--- src/hw/cht_defs.svh ---
/*
  Register offsets, field positions, reset values for the codec host port.
  Assumes inclusion by bare name from files under hw/ and verification/.
*/
`ifndef CHT_DEFS_SVH
`define CHT_DEFS_SVH

// Direct register selects
`define CHT_SEL_INDEX    2'h0
`define CHT_SEL_DATA     2'h1
`define CHT_SEL_STATUS   2'h2
`define CHT_SEL_PIO      2'h3

// Indexed register numbers
`define CHT_IDX_FORMAT   4'h8
`define CHT_IDX_CONFIG   4'h9
`define CHT_IDX_PIN      4'ha
`define CHT_IDX_UPPER    4'he
`define CHT_IDX_LOWER    4'hf

// Field positions
`define CHT_CFG_PB_ON    0
`define CHT_CFG_CAP_ON   1
`define CHT_CFG_SINGLE   2
`define CHT_CFG_PB_PIO   6
`define CHT_CFG_CAP_PIO  7
`define CHT_FMT_STEREO   4
`define CHT_FMT_WIDE     6
`define CHT_PIN_IRQ_GATE 1
`define CHT_PIN_XCTL_LO  6
`define CHT_IDX_HALT     5
`define CHT_IDX_WINDOW   6
`define CHT_STAT_IRQ     0
`define CHT_STAT_PB_RDY  1
`define CHT_STAT_CAP_RDY 5

// Reset values
`define CHT_CONFIG_RESET 8'h08
`define CHT_REG_RESET    8'h00
`define CHT_COUNT_RESET  16'h0000

`endif

--- src/hw/cht_pkg.sv ---
/*
  Types shared by the codec host port and its sample slot.
  Assumes no other package is needed.
*/
package cht_pkg;

  // Host bus pins, sampled synchronous to ref_clk
  typedef struct packed {
    logic [1:0] register_select;
    logic       chip_select_n;
    logic       read_strobe_n;
    logic       store_strobe_n;
    logic       capture_ack_n;
    logic       playback_ack_n;
    logic [7:0] data;
  } cht_host_bus_type;

  // Kind of host cycle seen at a strobe's falling edge
  typedef enum logic [1:0] {
    CYC_NONE,
    CYC_REG,
    CYC_PB_DMA,
    CYC_CAP_DMA
  } cht_cycle_type;

endpackage : cht_pkg

--- src/hw/cht_sample_slot.sv ---
/*
  One-sample holding register moved byte by byte, in transfer order.
  Assumes the caller never puts and takes in the same cycle.
*/
module cht_sample_slot (
  // Clock and reset
  input  wire logic        ref_clk,
  input  wire logic        reset,
  // Sample shape
  input  wire logic [2:0]  byte_total,
  // Whole-sample side
  input  wire logic        fill,
  input  wire logic [31:0] fill_word,
  input  wire logic        drain,
  // Byte side
  input  wire logic        put,
  input  wire logic [7:0]  put_byte,
  input  wire logic        take,
  // State
  output logic             full,
  output logic             last,
  output logic [31:0]      word,
  output logic [7:0]       cur_byte
);
  import cht_pkg::*;

  logic [1:0]  idx;
  logic [1:0]  next_idx;
  logic        next_full;
  logic [31:0] next_word;

  assign last     = ({1'b0, idx} == byte_total - 3'h1);
  assign cur_byte = word[{idx, 3'h0} +: 8];

  ////////////////////////////////////////////////////////////////
  // Byte walk; byte index 0 is the first moved
  always_comb begin
    next_idx  = idx;
    next_full = full;
    next_word = word;
    if (drain) begin
      next_full = 1'b0;
      next_idx  = 2'h0;
    end
    if (fill) begin
      next_word = fill_word;
      next_full = 1'b1;
      next_idx  = 2'h0;
    end
    if (put && !full) begin
      next_word[{idx, 3'h0} +: 8] = put_byte;
      next_full = last;
      next_idx  = last ? 2'h0 : idx + 2'h1;
    end
    if (take && full) begin
      next_full = !last;
      next_idx  = last ? 2'h0 : idx + 2'h1;
    end
  end

  always_ff @(posedge ref_clk) begin
    if (reset) begin
      idx  <= 2'h0;
      full <= 1'b0;
      word <= 32'h0000_0000;
    end else begin
      idx  <= next_idx;
      full <= next_full;
      word <= next_word;
    end
  end

endmodule : cht_sample_slot

--- src/hw/cht_host_port.sv ---
/*
  Byte-wide host port of a stereo codec: control registers, PIO and DMA
  sample moves, base/current sample count and the count interrupt.
  Assumes host pins are synchronous to ref_clk and that the converter
  pulses period_start early and capture_point late in each sample period.
*/
// Notes on behaviour
// - Lower base byte is 8 bits, resets zero, reads back; current count unreadable.
// - Sixteen-bit words move low byte first, then high byte.
// - Left channel bytes always move before right channel bytes.
// - One sample held per direction; no FIFO.
// - Control and PIO registers reached only by strobes, never by acknowledges.
// - PIO per direction active only with its enable and its PIO bit set.
// - Read data driven while read strobe is low.
// - Host drives data while store strobe low; byte taken at its rising edge.
// - External control pins follow their bits at the sample period mark.
// - DMA per direction needs its enable set and its PIO bit clear.
// - Requests answered by acknowledges; select and chip select then ignored.
// - Playback requests early in the period, capture late.
// - Request holds until the final byte strobe of the sample falls.
// - Clearing an enable ends the direction only after the pending sample.
// - Single-channel mode: capture uses playback request and acknowledge.
// - Single-channel mode with both enables behaves as playback.
// - Single-channel switching needs only enable toggles after PIO bits cleared.
// - Interrupt pin rises in the period the count underflows.
// - One direction may use PIO while the other uses DMA.
// - Upper byte write loads count; decrement; underflow raises interrupt, reloads.
// - Count decrements with an enable on and halt or status bit clear.
// - Status bit sets regardless of gate; pin gated; status write clears.
`include "cht_defs.svh"

module cht_host_port (
  // Clock and reset
  input  wire logic                      ref_clk,
  input  wire logic                      reset,
  // Host bus
  input  wire cht_pkg::cht_host_bus_type host_in,
  output logic [7:0]                     data_out,
  output logic                           data_oe,
  output logic                           playback_request,
  output logic                           capture_request,
  output logic                           host_irq_line,
  output logic [1:0]                     external_control_outputs,
  // Converter side
  input  wire logic                      period_start,
  input  wire logic                      capture_point,
  input  wire logic [31:0]               capture_word,
  output logic [31:0]                    playback_word,
  output logic                           playback_word_valid
);
  import cht_pkg::*;

  ////////////////////////////////////////////////////////////////
  // Declarations
  logic [7:0]    ctrl_file [16];
  logic [7:0]    next_ctrl_file [16];
  logic [7:0]    index_reg;
  logic [7:0]    next_index_reg;
  logic          prev_rd_n;
  logic          prev_wr_n;
  logic [7:0]    wr_byte;
  logic [7:0]    next_wr_byte;
  cht_cycle_type wr_kind;
  cht_cycle_type next_wr_kind;
  logic [1:0]    wr_sel;
  logic [1:0]    next_wr_sel;
  logic          next_data_oe;
  logic [7:0]    next_data_out;
  logic          pb_req;
  logic          next_pb_req;
  logic          cap_req;
  logic          next_cap_req;
  logic [15:0]   cur_count;
  logic [15:0]   next_cur_count;
  logic          irq_status;
  logic          next_irq_status;
  logic          next_irq_line;
  logic [1:0]    next_xctl;
  logic [31:0]   next_pb_word;
  logic          next_pb_valid;
  cht_cycle_type kind;
  logic          rd_fall;
  logic          wr_fall;
  logic          wr_rise;
  logic [3:0]    index;
  logic          pb_on;
  logic          cap_on;
  logic          single;
  logic          pb_pio;
  logic          cap_pio;
  logic          pb_dma;
  logic          cap_dma;
  logic [2:0]    byte_total;
  logic          reg_write;
  logic          pb_put;
  logic          cap_take;
  logic          pb_drain;
  logic          cap_fill;
  logic          pb_full;
  logic          pb_last;
  logic          cap_full;
  logic          cap_last;
  logic [31:0]   pb_slot_word;
  logic [7:0]    cap_byte;
  logic [7:0]    status_byte;

  ////////////////////////////////////////////////////////////////
  // Mode decode from the configuration and format registers
  assign index   = index_reg[3:0];
  assign pb_on   = ctrl_file[`CHT_IDX_CONFIG][`CHT_CFG_PB_ON];
  assign cap_on  = ctrl_file[`CHT_IDX_CONFIG][`CHT_CFG_CAP_ON];
  assign single  = ctrl_file[`CHT_IDX_CONFIG][`CHT_CFG_SINGLE];
  // PIO needs enable and PIO bit; set per direction
  assign pb_pio  = pb_on && ctrl_file[`CHT_IDX_CONFIG][`CHT_CFG_PB_PIO];
  assign cap_pio = cap_on && ctrl_file[`CHT_IDX_CONFIG][`CHT_CFG_CAP_PIO];
  // DMA needs enable with PIO bit clear
  // Both PIO bits clear: direction follows enables and the single bit
  assign pb_dma  = pb_on && !ctrl_file[`CHT_IDX_CONFIG][`CHT_CFG_PB_PIO];
  // Single channel with both enables presumes playback
  assign cap_dma = cap_on && !ctrl_file[`CHT_IDX_CONFIG][`CHT_CFG_CAP_PIO]
                   && !(single && pb_on);

  // Bytes per sample from mono/stereo and 8/16 bit
  always_comb begin
    unique case ({ctrl_file[`CHT_IDX_FORMAT][`CHT_FMT_WIDE],
                  ctrl_file[`CHT_IDX_FORMAT][`CHT_FMT_STEREO]})
      2'b00:   byte_total = 3'h1;
      2'b01:   byte_total = 3'h2;
      2'b10:   byte_total = 3'h2;
      2'b11:   byte_total = 3'h4;
    endcase
  end

  ////////////////////////////////////////////////////////////////
  // Strobe edges; pins are already in the ref_clk domain
  assign rd_fall = prev_rd_n && !host_in.read_strobe_n;
  assign wr_fall = prev_wr_n && !host_in.store_strobe_n;
  assign wr_rise = !prev_wr_n && host_in.store_strobe_n;

  // Acknowledged cycles ignore select and chip select
  // In single-channel mode the playback ack may carry capture
  always_comb begin
    if (!host_in.playback_ack_n) begin
      kind = (single && cap_req && !pb_req) ? CYC_CAP_DMA : CYC_PB_DMA;
    end else if (!host_in.capture_ack_n && !single) begin
      kind = CYC_CAP_DMA;
    end else if (!host_in.chip_select_n) begin
      kind = CYC_REG;
    end else begin
      kind = CYC_NONE;
    end
  end

  assign status_byte = {2'b00, cap_on && cap_full, 3'b000,
                        pb_on && !pb_full, irq_status};
  assign reg_write   = wr_rise && (wr_kind == CYC_REG);

  ////////////////////////////////////////////////////////////////
  // Slot control: put at store rising edge, take at read falling edge
  // Byte latched while strobe low, committed at rising edge
  assign pb_put   = wr_rise && ((wr_kind == CYC_PB_DMA) ||
                    (wr_kind == CYC_REG && wr_sel == `CHT_SEL_PIO && pb_pio));
  assign cap_take = rd_fall && ((kind == CYC_CAP_DMA) ||
                    (kind == CYC_REG && host_in.register_select == `CHT_SEL_PIO
                     && cap_pio));
  // Capture only into an empty slot; a late reader loses the new one
  assign cap_fill = capture_point && cap_on && !cap_full;
  assign pb_drain = period_start && pb_on && pb_full;

  cht_sample_slot u_pb_slot (
    .ref_clk   (ref_clk),
    .reset     (reset),
    .byte_total(byte_total),
    .fill      (1'b0),
    .fill_word (32'h0000_0000),
    .drain     (pb_drain),
    .put       (pb_put),
    .put_byte  (wr_byte),
    .take      (1'b0),
    .full      (pb_full),
    .last      (pb_last),
    .word      (pb_slot_word),
    .cur_byte  ()
  );

  cht_sample_slot u_cap_slot (
    .ref_clk   (ref_clk),
    .reset     (reset),
    .byte_total(byte_total),
    .fill      (cap_fill),
    .fill_word (capture_word),
    .drain     (1'b0),
    .put       (1'b0),
    .put_byte  (8'h00),
    .take      (cap_take),
    .full      (cap_full),
    .last      (cap_last),
    .word      (),
    .cur_byte  (cap_byte)
  );

  ////////////////////////////////////////////////////////////////
  // Host cycle tracking and register file
  always_comb begin
    next_ctrl_file = ctrl_file;
    next_index_reg = index_reg;
    next_wr_byte   = host_in.store_strobe_n ? wr_byte : host_in.data;
    next_wr_kind   = wr_fall ? kind : wr_kind;
    next_wr_sel    = wr_fall ? host_in.register_select : wr_sel;
    next_data_oe   = data_oe;
    next_data_out  = data_out;
    if (reg_write) begin
      unique case (wr_sel)
        `CHT_SEL_INDEX: next_index_reg = wr_byte;
        // Base bytes store and read back as written
        `CHT_SEL_DATA:  next_ctrl_file[index] = wr_byte;
        default:        next_index_reg = index_reg;
      endcase
    end
    // Drive from read falling edge until the strobe rises
    if (rd_fall && kind != CYC_NONE) begin
      next_data_oe = 1'b1;
      if (kind == CYC_CAP_DMA) begin
        next_data_out = cap_byte;
      end else if (kind == CYC_PB_DMA) begin
        next_data_out = 8'h00;
      end else begin
        unique case (host_in.register_select)
          `CHT_SEL_INDEX:  next_data_out = index_reg;
          `CHT_SEL_DATA:   next_data_out = ctrl_file[index];
          `CHT_SEL_STATUS: next_data_out = status_byte;
          `CHT_SEL_PIO:    next_data_out = cap_pio ? cap_byte : 8'h00;
        endcase
      end
    end
    if (host_in.read_strobe_n) begin
      next_data_oe = 1'b0;
    end
  end

  always_ff @(posedge ref_clk) begin
    if (reset) begin
      for (int i = 0; i < 16; i++) begin
        ctrl_file[i] <= `CHT_REG_RESET;
      end
      ctrl_file[`CHT_IDX_CONFIG] <= `CHT_CONFIG_RESET;
      index_reg <= `CHT_REG_RESET;
      prev_rd_n <= 1'b1;
      prev_wr_n <= 1'b1;
      wr_byte   <= 8'h00;
      wr_kind   <= CYC_NONE;
      wr_sel    <= 2'h0;
      data_oe   <= 1'b0;
      data_out  <= 8'h00;
    end else begin
      ctrl_file <= next_ctrl_file;
      index_reg <= next_index_reg;
      prev_rd_n <= host_in.read_strobe_n;
      prev_wr_n <= host_in.store_strobe_n;
      wr_byte   <= next_wr_byte;
      wr_kind   <= next_wr_kind;
      wr_sel    <= next_wr_sel;
      data_oe   <= next_data_oe;
      data_out  <= next_data_out;
    end
  end

  ////////////////////////////////////////////////////////////////
  // DMA requests; clearing an enable never drops a raised request
  always_comb begin
    next_pb_req  = pb_req;
    next_cap_req = cap_req;
    // Drop after falling edge of the final byte strobe
    if (wr_fall && kind == CYC_PB_DMA && pb_last && !pb_full) begin
      next_pb_req = 1'b0;
    end
    if (rd_fall && kind == CYC_CAP_DMA && cap_last && cap_full) begin
      next_cap_req = 1'b0;
    end
    // Playback early in the period, capture late
    // New requests only while enabled; pending ones stay
    if (period_start && pb_dma) begin
      next_pb_req = 1'b1;
    end
    if (cap_fill && cap_dma) begin
      next_cap_req = 1'b1;
    end
  end

  always_ff @(posedge ref_clk) begin
    if (reset) begin
      pb_req  <= 1'b0;
      cap_req <= 1'b0;
    end else begin
      pb_req  <= next_pb_req;
      cap_req <= next_cap_req;
    end
  end

  // Single-channel routes capture onto the playback pin
  assign playback_request = pb_req || (single && cap_req);
  assign capture_request  = cap_req && !single;

  ////////////////////////////////////////////////////////////////
  // Sample count, interrupt, external pins, playback hand-off
  always_comb begin
    next_cur_count  = cur_count;
    next_irq_status = irq_status;
    next_xctl       = external_control_outputs;
    next_pb_word    = playback_word;
    next_pb_valid   = pb_drain;
    if (pb_drain) begin
      next_pb_word = pb_slot_word;
    end
    // Status write clears; a same-cycle underflow still sets
    if (reg_write && wr_sel == `CHT_SEL_STATUS) begin
      next_irq_status = 1'b0;
    end
    if (period_start) begin
      // External pins move on the sample period mark
      next_xctl = ctrl_file[`CHT_IDX_PIN][`CHT_PIN_XCTL_LO +: 2];
      // Decrement gate, both PIO and DMA
      if ((pb_on || cap_on) &&
          (!index_reg[`CHT_IDX_HALT] || !irq_status)) begin
        // Period after zero: interrupt and reload
        if (cur_count == `CHT_COUNT_RESET) begin
          next_irq_status = 1'b1;
          next_cur_count  = {ctrl_file[`CHT_IDX_UPPER],
                             ctrl_file[`CHT_IDX_LOWER]};
        end else begin
          next_cur_count = cur_count - 16'h0001;
        end
      end
    end
    // Upper byte write loads the whole base
    if (reg_write && wr_sel == `CHT_SEL_DATA && index == `CHT_IDX_UPPER) begin
      next_cur_count = {wr_byte, ctrl_file[`CHT_IDX_LOWER]};
    end
  end

  // Pin follows the gated status bit
  assign next_irq_line = next_irq_status &&
                         ctrl_file[`CHT_IDX_PIN][`CHT_PIN_IRQ_GATE];

  always_ff @(posedge ref_clk) begin
    if (reset) begin
      cur_count                <= `CHT_COUNT_RESET;
      irq_status               <= 1'b0;
      host_irq_line            <= 1'b0;
      external_control_outputs <= 2'b00;
      playback_word            <= 32'h0000_0000;
      playback_word_valid      <= 1'b0;
    end else begin
      cur_count                <= next_cur_count;
      irq_status               <= next_irq_status;
      host_irq_line            <= next_irq_line;
      external_control_outputs <= next_xctl;
      playback_word            <= next_pb_word;
      playback_word_valid      <= next_pb_valid;
    end
  end

endmodule : cht_host_port

--- config.mk ---
export PLATFORM = sky130hd
export DESIGN_NAME = cht_host_port
export DESIGN_NICKNAME = d
export VERILOG_FILES = /design/src/hw/cht_pkg.sv /design/src/hw/cht_sample_slot.sv /design/src/hw/cht_host_port.sv
export VERILOG_INCLUDE_DIRS = /design/src /design/src/hw
export SDC_FILE = /design/constraint.sdc
export NUM_CORES = 1
export LEC_CHECK = 0
export BUFFER_PORTS_ARGS = -buffer_cell sky130_fd_sc_hd__buf_4
export CORE_MARGIN = 4
export CORE_UTILIZATION = 45
export DETAILED_ROUTE_END_ITERATION = 10
export GPL_TIMING_DRIVEN = 0
export SYNTH_ARGS = -nofsm -noshare
export SYNTH_HDL_FRONTEND = slang
export SYNTH_SLANG_ARGS = --single-unit
--- constraint.sdc ---
create_clock -name ref_clk -period 2.2 [get_ports ref_clk]
set_input_delay 0.44 -clock ref_clk [delete_from_list [all_inputs] [get_ports ref_clk]]
set_output_delay 0.44 -clock ref_clk [all_outputs]
set_load 0.01 [all_outputs]
=== Word-level counts from Yosys, hierarchy flattened ===
Cells that the tools add are included.

* Add/sub/neg operators: 5
* Order comparisons: 2
* Equal/unequal tests: 17
* Shifts and indexed selects: 3
* Multiplexer cells: 38
* Bitwise gates (word level): 1
* Reduce and logical (&&, ||, !) cells: 78

{| class="wikitable"
|+ Operators by type and width
! kind !! count
|-
| bitwise mux 128 bit || 1
|-
| 2-to-1 mux 16 bit || 4
|-
| 2-to-1 mux 8 bit || 6
|-
| logical AND 1 bit || 43
|-
| binary-select mux 8 bit (select 4 bit) || 1
|-
| bitwise mux 32 bit || 1
|-
| demux 8 bit (select 4 bit) || 1
|-
| one-hot mux 8 bit (4 select lines) || 1
|-
| variable shift 8 x 7 -> 32 bit, first input constant || 1
|-
| variable part select 32 x 6 -> 8 bit || 1
|-
| variable part select 8 x 7 -> 32 bit || 1
|-
| equality test 2 bit, second input constant || 9
|-
| logical NOT 16 bit || 1
|-
| 2-to-1 mux 2 bit || 8
|-
| subtractor 16 x 1 -> 16 bit, second input constant || 1
|-
| logical NOT 1 bit || 14
|-
| 2-to-1 mux 1 bit || 14
|-
| nonzero test 2 bit || 7
|-
| equality test 2 x 1 -> 1 bit, second input constant || 5
|-
| one-hot mux 3 bit (3 select lines) || 1
|-
| negator 5 -> 7 bit || 1
|-
| equality test 2 x 3 -> 1 bit || 2
|-
| logical NOT 2 bit || 3
|-
| AND reduction 2 bit || 3
|-
| 8 further kinds || 14
|}

* Bits in registers: 284
* Input port bits: 51
* Output and inout bits: 47
* Logic and storage cells: 182

=== Longest topological paths before layout ===
Gate-level depths: netlist of run 1.

* Depth after elaboration: 11
* Gate-level depth with buffers: 8
* Gate-level depth less buffers: 7

=== Cells and area by module ===
A second synthesis of run 1 with hierarchy kept.

* Cell total of the unflattened synthesis: 1604
* Area, all modules: 13905.8 sq um

{| class="wikitable"
|+ Modules (own cells, without submodules)
! module !! instances !! cells an instance !! area an instance (sq um) !! sequential area each (sq um)
|-
| cht_host_port || 1 || 1192 || 9691.8 || 4284.1
|-
| cht_sample_slot at u_pb_slot || 1 || 221 || 2125.8 || 700.7
|-
| cht_sample_slot at u_cap_slot || 1 || 191 || 2088.3 || 700.7
|}

=== Worst setup path after synthesis of run 1 ===
No wires, ideal clock.

* Path type: reg2reg
* Start point: register cur_count[0]
* End point: register cur_count[8]
* Setup time: 0.135 ns
* Data arrival time: 1.694 ns
* Data required time: 2.065 ns
* Slack: 0.370 ns
* Stages on the path, launching flop included: 8
* Buffers on the path: 0
* Clock period less this slack: 1.830 ns
* Cell sequence: dfxtp_1 > inv_1 > ha_1 > or4b_2 > nor2_1 > nand4_1 > o311ai_1 > a221oi_2

* Cells in the longest elaborated chain, start to end: 5
* Elaborated cells on any way between the ends: 6
* Classes of those cells: 1 x add/sub; 4 x mux; 1 x reduce/logical

{| class="wikitable"
|+ Ends and longest elaborated chain
! item !! line !! source
|-
| from (decl) || cht_host_port.sv:73 || <nowiki>logic [15:0] cur_count;</nowiki>
|-
| from (signal assigned) || cht_host_port.sv:347 || <nowiki>cur_count <= `CHT_COUNT_RESET;</nowiki>
|-
| from (signal assigned) || cht_host_port.sv:354 || <nowiki>cur_count <= next_cur_count;</nowiki>
|-
| subtractor 16 x 1 -> 16 bit or logical NOT 16 bit (tied branches) || - ||
|-
| 2-to-1 mux 16 bit (*) || cht_host_port.sv:326 || <nowiki>if (cur_count == `CHT_COUNT_RESET) begin</nowiki>
|-
| 2-to-1 mux 16 bit (*) || cht_host_port.sv:323 || <nowiki>if ((pb_on || cap_on) &&</nowiki>
|-
| 2-to-1 mux 16 bit (*) || cht_host_port.sv:319 || <nowiki>if (period_start) begin</nowiki>
|-
| 2-to-1 mux 16 bit (*) || cht_host_port.sv:336 || <nowiki>if (reg_write && wr_sel == `CHT_SEL_DATA && index == `CHT_IDX_UPPER) begin</nowiki>
|}

Mark *: on every way between the ends. The rest lies on a longest branch, timed or not. The select of a mux whose other input is x is not followed.
A chain may end at the register's enable or synchronous reset.

=== Final worst setup path of run 1 ===
* Start point: register u_pb_slot.idx[0]
* End point: register u_pb_slot.word[0]

* Cells in the longest elaborated chain, start to end: 3
* Elaborated cells on any way between the ends: 4
* Classes of those cells: 1 x add/sub; 2 x shift; 1 x mux

{| class="wikitable"
|+ Ends and longest elaborated chain
! item !! line !! source
|-
| from (decl) || cht_sample_slot.sv:27 || <nowiki>logic [1:0] idx;</nowiki>
|-
| from (signal assigned) || cht_sample_slot.sv:67 || <nowiki>idx <= next_idx;</nowiki>
|-
| negator 5 -> 7 bit (*) || cht_sample_slot.sv:51 || <nowiki>next_word[{idx, 3'h0} +: 8] = put_byte;</nowiki>
|-
| variable part select 8 x 7 -> 32 bit or variable shift 8 x 7 -> 32 bit (tied branches) || cht_sample_slot.sv:51 ||
|-
| bitwise mux 32 bit (*) || cht_sample_slot.sv:51 ||
|-
| to (signal assigned) || cht_sample_slot.sv:69 || <nowiki>word <= next_word;</nowiki>
|-
| to (decl) || cht_sample_slot.sv:22 || <nowiki>output logic [31:0] word,</nowiki>
|}

Mark *: on every way between the ends. The rest lies on a longest branch, timed or not.

==> results of run 1 <==
-- final timing paths --
kind | start | end | slack (ns) | depth (start not counted)
min reg2reg | u_pb_slot.word[10]$_SDFFE_PP0P_ | u_pb_slot.word[10]$_SDFFE_PP0P_ | 0.45 | 2
max reg2reg | u_pb_slot.idx[0]$_SDFFE_PP0P_ | u_pb_slot.word[0]$_SDFFE_PP0P_ | -0.11 | 5
min | host_in[11] | prev_rd_n$_SDFF_PP1_ | 0.17 | 2
max | u_pb_slot.idx[0]$_SDFFE_PP0P_ | u_pb_slot.word[0]$_SDFFE_PP0P_ | -0.11 | 5
-- worst max-delay path: cells and delay by family (launching register included) --
kind | cells | cell delay, ns
buffers and inverters | 1 | 0.20
adders and majority gates | 1 | 0.39
and+or+nand+nor | 2 | 1.00
DFF | 1 | 0.48
AOI/OAI and AO/OA | 1 | 0.17
-- layout make-up --
cell class | count | area (sq um)
fillers | 2658 | 12770
clock inverters | 9 | 126.4
repair buffers | 95 | 713.2
multi-input cells | 1032 | 6424
flip-flops and latches | 284 | 5688
well taps | 378 | 473.0
clock buffers | 49 | 988.4
plain buffers | 114 | 548.0
inverters | 14 | 52.55
-- stage by stage --
step | util, % | hold WS, ns
4_1_cts | 53.89 | 0.1582
5_1_grt | 54.04 | 0.1712
3_5_place_dp | 49.84 | 0.4451
2_1_floorplan | - | 0.4315
6_report | 54.04 | 0.1664
3_3_place_gp | 49.84 | 0.4392
-- cell usage in the layout, fill, tap and decap left out, types with 6 or more instances in the layout --
cell type,netlist,final
mux2i_1,71,71
clkbuf_1,75,79
nor3_1,16,15
mux4_1,18,14
clkbuf_8,0,6
mux4_2,22,26
a211oi_1,8,8
clkbuf_16,0,35
a22oi_1,8,8
nand3b_1,8,8
and4_1,9,9
inv_1,13,13
nor2b_1,8,8
nand4_1,10,10
o21ai_0,18,18
nand2b_1,7,7
a21oi_1,210,209
nand2_1,281,281
nor2_1,104,101
ha_1,10,9
nand3_1,115,114
dfxtp_1,284,282
a31oi_1,6,6
buf_4,1,101
buf_2,34,28
-- logic make-up (layout without fill, tap and decap cells) --
kind of cell    Yosys count  count (layout)  share of synthesized area, %
compound gates          304             304                         14.02
flops                   284             284                         44.91
simple gates            601             601                         21.78
buf+inv                 130             281                         4.596
xor+xnor                  5               5                        0.3460
fa+ha+maj                10              10                        0.9883
mux                     112             112                         13.35
-- layer usage --
| layer | global-route usage [%] | up-vias |
|---|---|---|
| li1 | - | 5371 |
| met1 | 37.61 | 5573 |
| met2 | 40.92 | 437 |
| met3 | 4.068 | 99 |
| met4 | 9.974 | 0 |
| met5 | 0 | - |
-- report_power, final --
part / internal [mW] / total (mW) / switching, mW
Sequential: 5.17 / 5.21 / 0.0356
Combinational: 0.150 / 0.484 / 0.334
Clock: 3.47 / 5.66 / 2.20
Total: 8.79 / 11.4 / 2.56
==> key figures, run 1 <==
Die
  – Row cnt: between 60 and 70
  – Ports: 98
  – Initial core utilization: 45.57%
  – DIE AREA: 0.03088 sq mm
  – Core Region: 0.02778 sq mm
  – Die X: 175.7 microns
  – Chip height: 175.7 microns

Cells and area
  – Synth-to-Final Area Change: 18.59%
  – Fin area: 0.01501 sq mm
  – Share of cells above drive strength 1: between 10% and 20%
  – Largest register FFs: 127
  – Largest reg by FF count: ctrl_file
  – Non-filler cells, final: between 1500 and 2000
  – ANT cells: 0
  – NumNets Final: 1636

Setup path
  – Crit. End Element: register
  – CP arrival: 2.74 ns
  – WS Path Type: register to register
  – Max incr delay on CP: 0.83 ns
  – Maximum fanout along the worst path: 8
  – Crit-path slowest cell: nor3b_1
  – Cells along the critical path: inv_1, ha_1, nor3b_1, nand3_1, a21oi_1
  – CP startpoint kind: register
  – Critical path required time: 2.63 ns

Routing
  – Met3 routed WL: 3086 microns
  – Total wire length: 42320 microns
  – Routed WL per cell: 21.43 microns
  – Vias per cell: 5.813
  – Metal-1 WL: roughly 19000 microns
  – DR vias: 11480
  – Post-route ant nets: 0
  – DR pass1 iterations: 7
  – DR iter-0 viols: ~1000
  – WL met2: 18790 microns
  – Drt drc: 0
  – Top Metal Used: met4

Power and ir drop
  – PD cells: 756.2 mW/mm^2
  – VDD IR-drop max: 0.4781 mV
  – Total power: about 11 mW
  – Pleak: 5.454 nW

STA
  – Final Setup Violations: 20
  – Peak Freq: 433.1 MHz
  – Final critical-path required period: 2.309 ns
  – Period utilisation layout: 105.0%
  – Setup TNS Final: -1.061 ns
  – Final Max Tran Viols: 0
  – Unrepaired setup endpoints after global routing: yes
  – Least-Margin Pin Slew: 1.013 ns
  – Final Hold Viols: 0
  – Slew headroom: 32.35%
  – Slack of the critical path: -0.1091 ns
  – Clock Skews: 0.01262 ns

Yosys
  – Share of synthesized registers carrying an async set or reset: 0%
  – Top cell type by total area after synthesis: dfxtp_1
  – Post-synthesis sequential area ratio: roughly 45%
  – Synth top area share: 44.91%
  – Commonest cells post-synth: dfxtp_1, nand2_1, a21oi_1, nand3_1, nor2_1
  – Synth top area cells: dfxtp_1, nand2_1, a21oi_1, mux2i_1, nand3_1
  – Top FF cell, synth: dfxtp_1
  – Post-synth EDFFs: 0
  – Post-Syn Area: 0.01266 sq mm
  – Synth cell types: 73
  – Syn_nets: between 1500 and 2000
  – FF+latch count, synth: 284
  – Ys Warns: 0
  – Top-count cell post-synth: dfxtp_1
  – Synth Area per Inst: 8.755 sq um
  – Post-Syn Instances: 1446

GRT
  – Gr usage total: 26.47%
  – Vias in the first global route: 10640
  – Total gr overflow: 0
  – Largest net degree at the start of global routing: 13
  – Antenna violations before repair: 0
  – First-pass GRT wire length: 63360 microns

Clock tree
  – H-tree depth reported by CTS: 2
  – Skew-Pair Late Insertion Delay: 0.51 ns
  – Root Buffer: clkbuf_16
  – CTS tree: built
  – Clock transition at path regs: 0.06 ns
  – Clock tree buffer depth: 3
  – Inserted Clock Buffers: 34
  – Post-cts sizing count: 8
  – # Post-CTS Setup Buffers: 0
  – Sink Count: 284
  – CTS Hold Bufs: 0

Place
  – Cell area after placement: 0.01385 sq mm
  – # placed instances: 1919
  – Port bufs: 95
  – RePlAce Congestion: 0.9035
  – Worst slack at placement: -0.2469 ns
  – HPWL after DPL: 29870 microns

Job
  – Max cap viols: 0

Outcome
  – Failing checks: setup timing
  – Outcome: finished, violations left

Min path
  – HP Class: primary input to register
Power figures use the tool's default switching activity.
==> run 2, diff against run 1 <==
--- a/config.mk
+++ b/config.mk
@@ -13,4 +13,5 @@
 export GPL_TIMING_DRIVEN = 0
 export SYNTH_ARGS = -nofsm -noshare
 export SYNTH_HDL_FRONTEND = slang
+export SYNTH_HIERARCHICAL = 1
 export SYNTH_SLANG_ARGS = --single-unit
==> run 2 against run 1 <==
Compared with the run above: the flow still finishes with violations (setup timing); power increased by 0.60%; clock power is 3% lower; first-iteration DRC count increased by 4.6%; worst hold slack lost 0.076 ns.
==> key figures, run 2 <==
STA
  – Final Setup Violations: 21 (+5.0%)
  – Least-Margin Pin Slew: 0.8809 ns (-0.1317 ns)
  – Final Max Tran Viols: 0 (unchanged)
  – Slack of the critical path: -0.08880 ns (+0.02032 ns)
  – Clock Skews: 0.01147 ns (-0.001149 ns)
  – Unrepaired setup endpoints after global routing: yes
  – Setup TNS Final: -0.7881 ns (+0.2725 ns)
  – Peak Freq: 436.9 MHz (+0.89%)
  – Period utilisation layout: 104.0% (-0.92 points)
  – Final critical-path required period: 2.289 ns (-0.02032 ns)
  – Final Hold Viols: 0 (unchanged)
  – Slew headroom: 41.27% (+8.9 points)

Cells and area
  – Largest reg by FF count: ctrl_file
  – Fin area: 0.01678 sq mm (+12%)
  – ANT cells: 0 (unchanged)
  – NumNets Final: 1869 (+14%)
  – Most common cell after layout, fill and taps aside: nand2_1
  – Share of cells above drive strength 1: 21.02% (+5.6 points)
  – Synth-to-Final Area Change: 22.22%
  – Commonest non-fill, non-tap cells in the layout: nand2_1, dfxtp_1, a21oi_1
  – Largest register FFs: 127 (unchanged)

Die
  – DIE AREA: 0.03336 sq mm (+8.0%)
  – Die X: 182.6 microns (+3.9%)
  – Core Region: 0.02987 sq mm (+7.5%)
  – Ports: 98 (unchanged)
  – Chip height: 182.6 microns (+3.9%)
  – Initial core utilization: 45.94% (+0.38 points)
  – Row cnt: 63 (+3.3%)

Yosys
  – Ys Warns: 6 (+6)
  – Post-Syn Instances: 1596 (+10%)
  – Post-Syn Area: 0.01373 sq mm (+8.4%)
  – Synth Area per Inst: 8.600 sq um (-1.8%)

Routing
  – Drt drc: 0 (unchanged)
  – Post-route ant nets: 0 (unchanged)
  – DR pass1 iterations: 6 (-1)
  – DR vias: 12510 (+9.0%)
  – Vias per cell: 5.655 (-2.7%)
  – Routed WL per cell: 19.98 microns (-6.8%)
  – Total wire length: 44190 microns (+4.4%)
  – DR iter-0 viols: 1097 (+4.6%)

Clock tree
  – Sink Count: 284 (unchanged)
  – Skew-Pair Late Insertion Delay: 0.56 ns (+0.05 ns)
  – Inserted Clock Buffers: 31 (-8.8%)
  – Root Buffer: clkbuf_16
  – CTS tree: built
  – CTS Hold Bufs: 0 (unchanged)
  – H-tree depth reported by CTS: 1 (-1)
  – Clock transition at path regs: 0.06 ns (about the same)
  – Clock tree buffer depth: 3 (unchanged)

Outcome
  – Outcome: finished, violations left
  – Failing checks: setup timing

Power and ir drop
  – Total power: 11.42 mW (+0.60%)
  – Clock share of power: 48.0% (-1.9 points)
  – Pleak: 6.319 nW (+16%)
  – Combinational share of power: 5.9% (+1.6 points)
  – Switch share: 22.54% (-0.053 points)
  – Internal power: 8.847 mW (+0.67%)
  – PD cells: 680.8 mW/mm^2 (-10%)
  – Sequential share of power: 46.2% (+0.3 points)
  – VDD IR-drop max: 0.5490 mV (+15%)
  – P_sw: 2.574 mW (+0.36%)

Setup path
  – Maximum fanout along the worst path: 8 (unchanged)
  – WP buf/inv: 2 (+1)
  – Critical path required time: 2.69 ns (+0.06 ns)
  – Cells along the critical path: or4b_4, buf_12, or4_4, buf_4, nor2_4, nand2_1, a21oi_2
  – Crit-path slowest cell: or4b_4
  – Family with the most delay on the worst path: simple AND/OR/NAND/NOR gates
  – Crit. End Element: register
  – CP startpoint kind: register
  – WS Path Type: register to register
  – Cell count along the critical path: 7 (+2)
  – Max incr delay on CP: 0.55 ns (-0.28 ns)
  – R2R cell count: 7 (+2)
  – CP arrival: 2.77 ns (+0.03 ns)

GRT
  – First-pass GRT wire length: 67860 microns (+7.1%)
  – Antenna violations before repair: 0 (unchanged)
  – Total gr overflow: 0 (unchanged)
  – Gr usage total: 25.53% (-0.94 points)
  – Largest net degree at the start of global routing: 16 (+3)
  – Vias in the first global route: 11770 (+11%)

Min path
  – HP Class: primary input to register
  – Min-Delay Path Depth: 2 (unchanged)

Place
  – Port bufs: 95 (unchanged)
  – Cell area after placement: 0.01519 sq mm (+9.7%)
  – RePlAce Congestion: 0.9120 (+0.94%)
  – HPWL after DPL: 31800 microns (+6.5%)

Job
  – Max cap viols: 0 (unchanged)
## run 2: worst paths after layout
kind	startpoint	endpoint	slack, ns
worst min register to register	ctrl_file[76]$_SDFFE_PP0P_	ctrl_file[76]$_SDFFE_PP0P_	0.45
worst max register to register	wr_sel[1]$_SDFFE_PP0P_	ctrl_file[44]$_SDFFE_PP0P_	-0.09
worst max-delay path	wr_sel[1]$_SDFFE_PP0P_	ctrl_file[44]$_SDFFE_PP0P_	-0.09
worst min-delay path	host_in[11]	prev_rd_n$_SDFF_PP1_	0.09
## run 2: layout make-up
type                    count  area (sq um)
plain buffers             119         679.4
repair buffers            108         839.6
clock buffers              44         894.6
fillers                  2730         13100
clock inverters             9         170.2
well taps                 390         488.0
flip-flops and latches    284          5692
multi-input cells        1233          7919
inverters                  25         93.84
## run 2: stage by stage
stage               hold slack, ns  setup slack (ns)  utilization [%]  std cells
finish                     0.09018          -0.08880            56.15       2212
global route               0.08694           -0.1329            56.15       2212
CTS                        0.07445          -0.01657            55.17       2205
detailed placement          0.4439           -0.6903            50.84       2151
global placement            0.4354           -0.6986            50.84       2151
floorplan                   0.4273           0.08440                -       1666
## run 2: repair_timing
action / CTS / global route
endpoints found under the hold margin: 0 / 0
pin swaps: 10 / 33
gates resized for setup: 56 / 79
cloned: 0 / 0
endpoints found under the setup margin: 159 / 144
buffers inserted: 4 / 9
## run 2: layer usage
layer	track usage, %	part of all wire [%]	vias to the layer above
met1	35.20	45	5965
met3	4.505	7.0	92
met4	9.036	3.7	0
li1	-	-	5961
met2	40.42	45	491
met5	0	0	-
## run 2: power by group through the flow
stage	Sequential, mW	Combinational, mW	Clock, mW
after floorplan	5.36	0.386	0
after global placement	5.38	0.616	0
after detailed placement	5.39	0.623	0
after CTS	5.27	0.634	5.55
after global routing	5.28	0.727	5.76
final	5.27	0.670	5.48
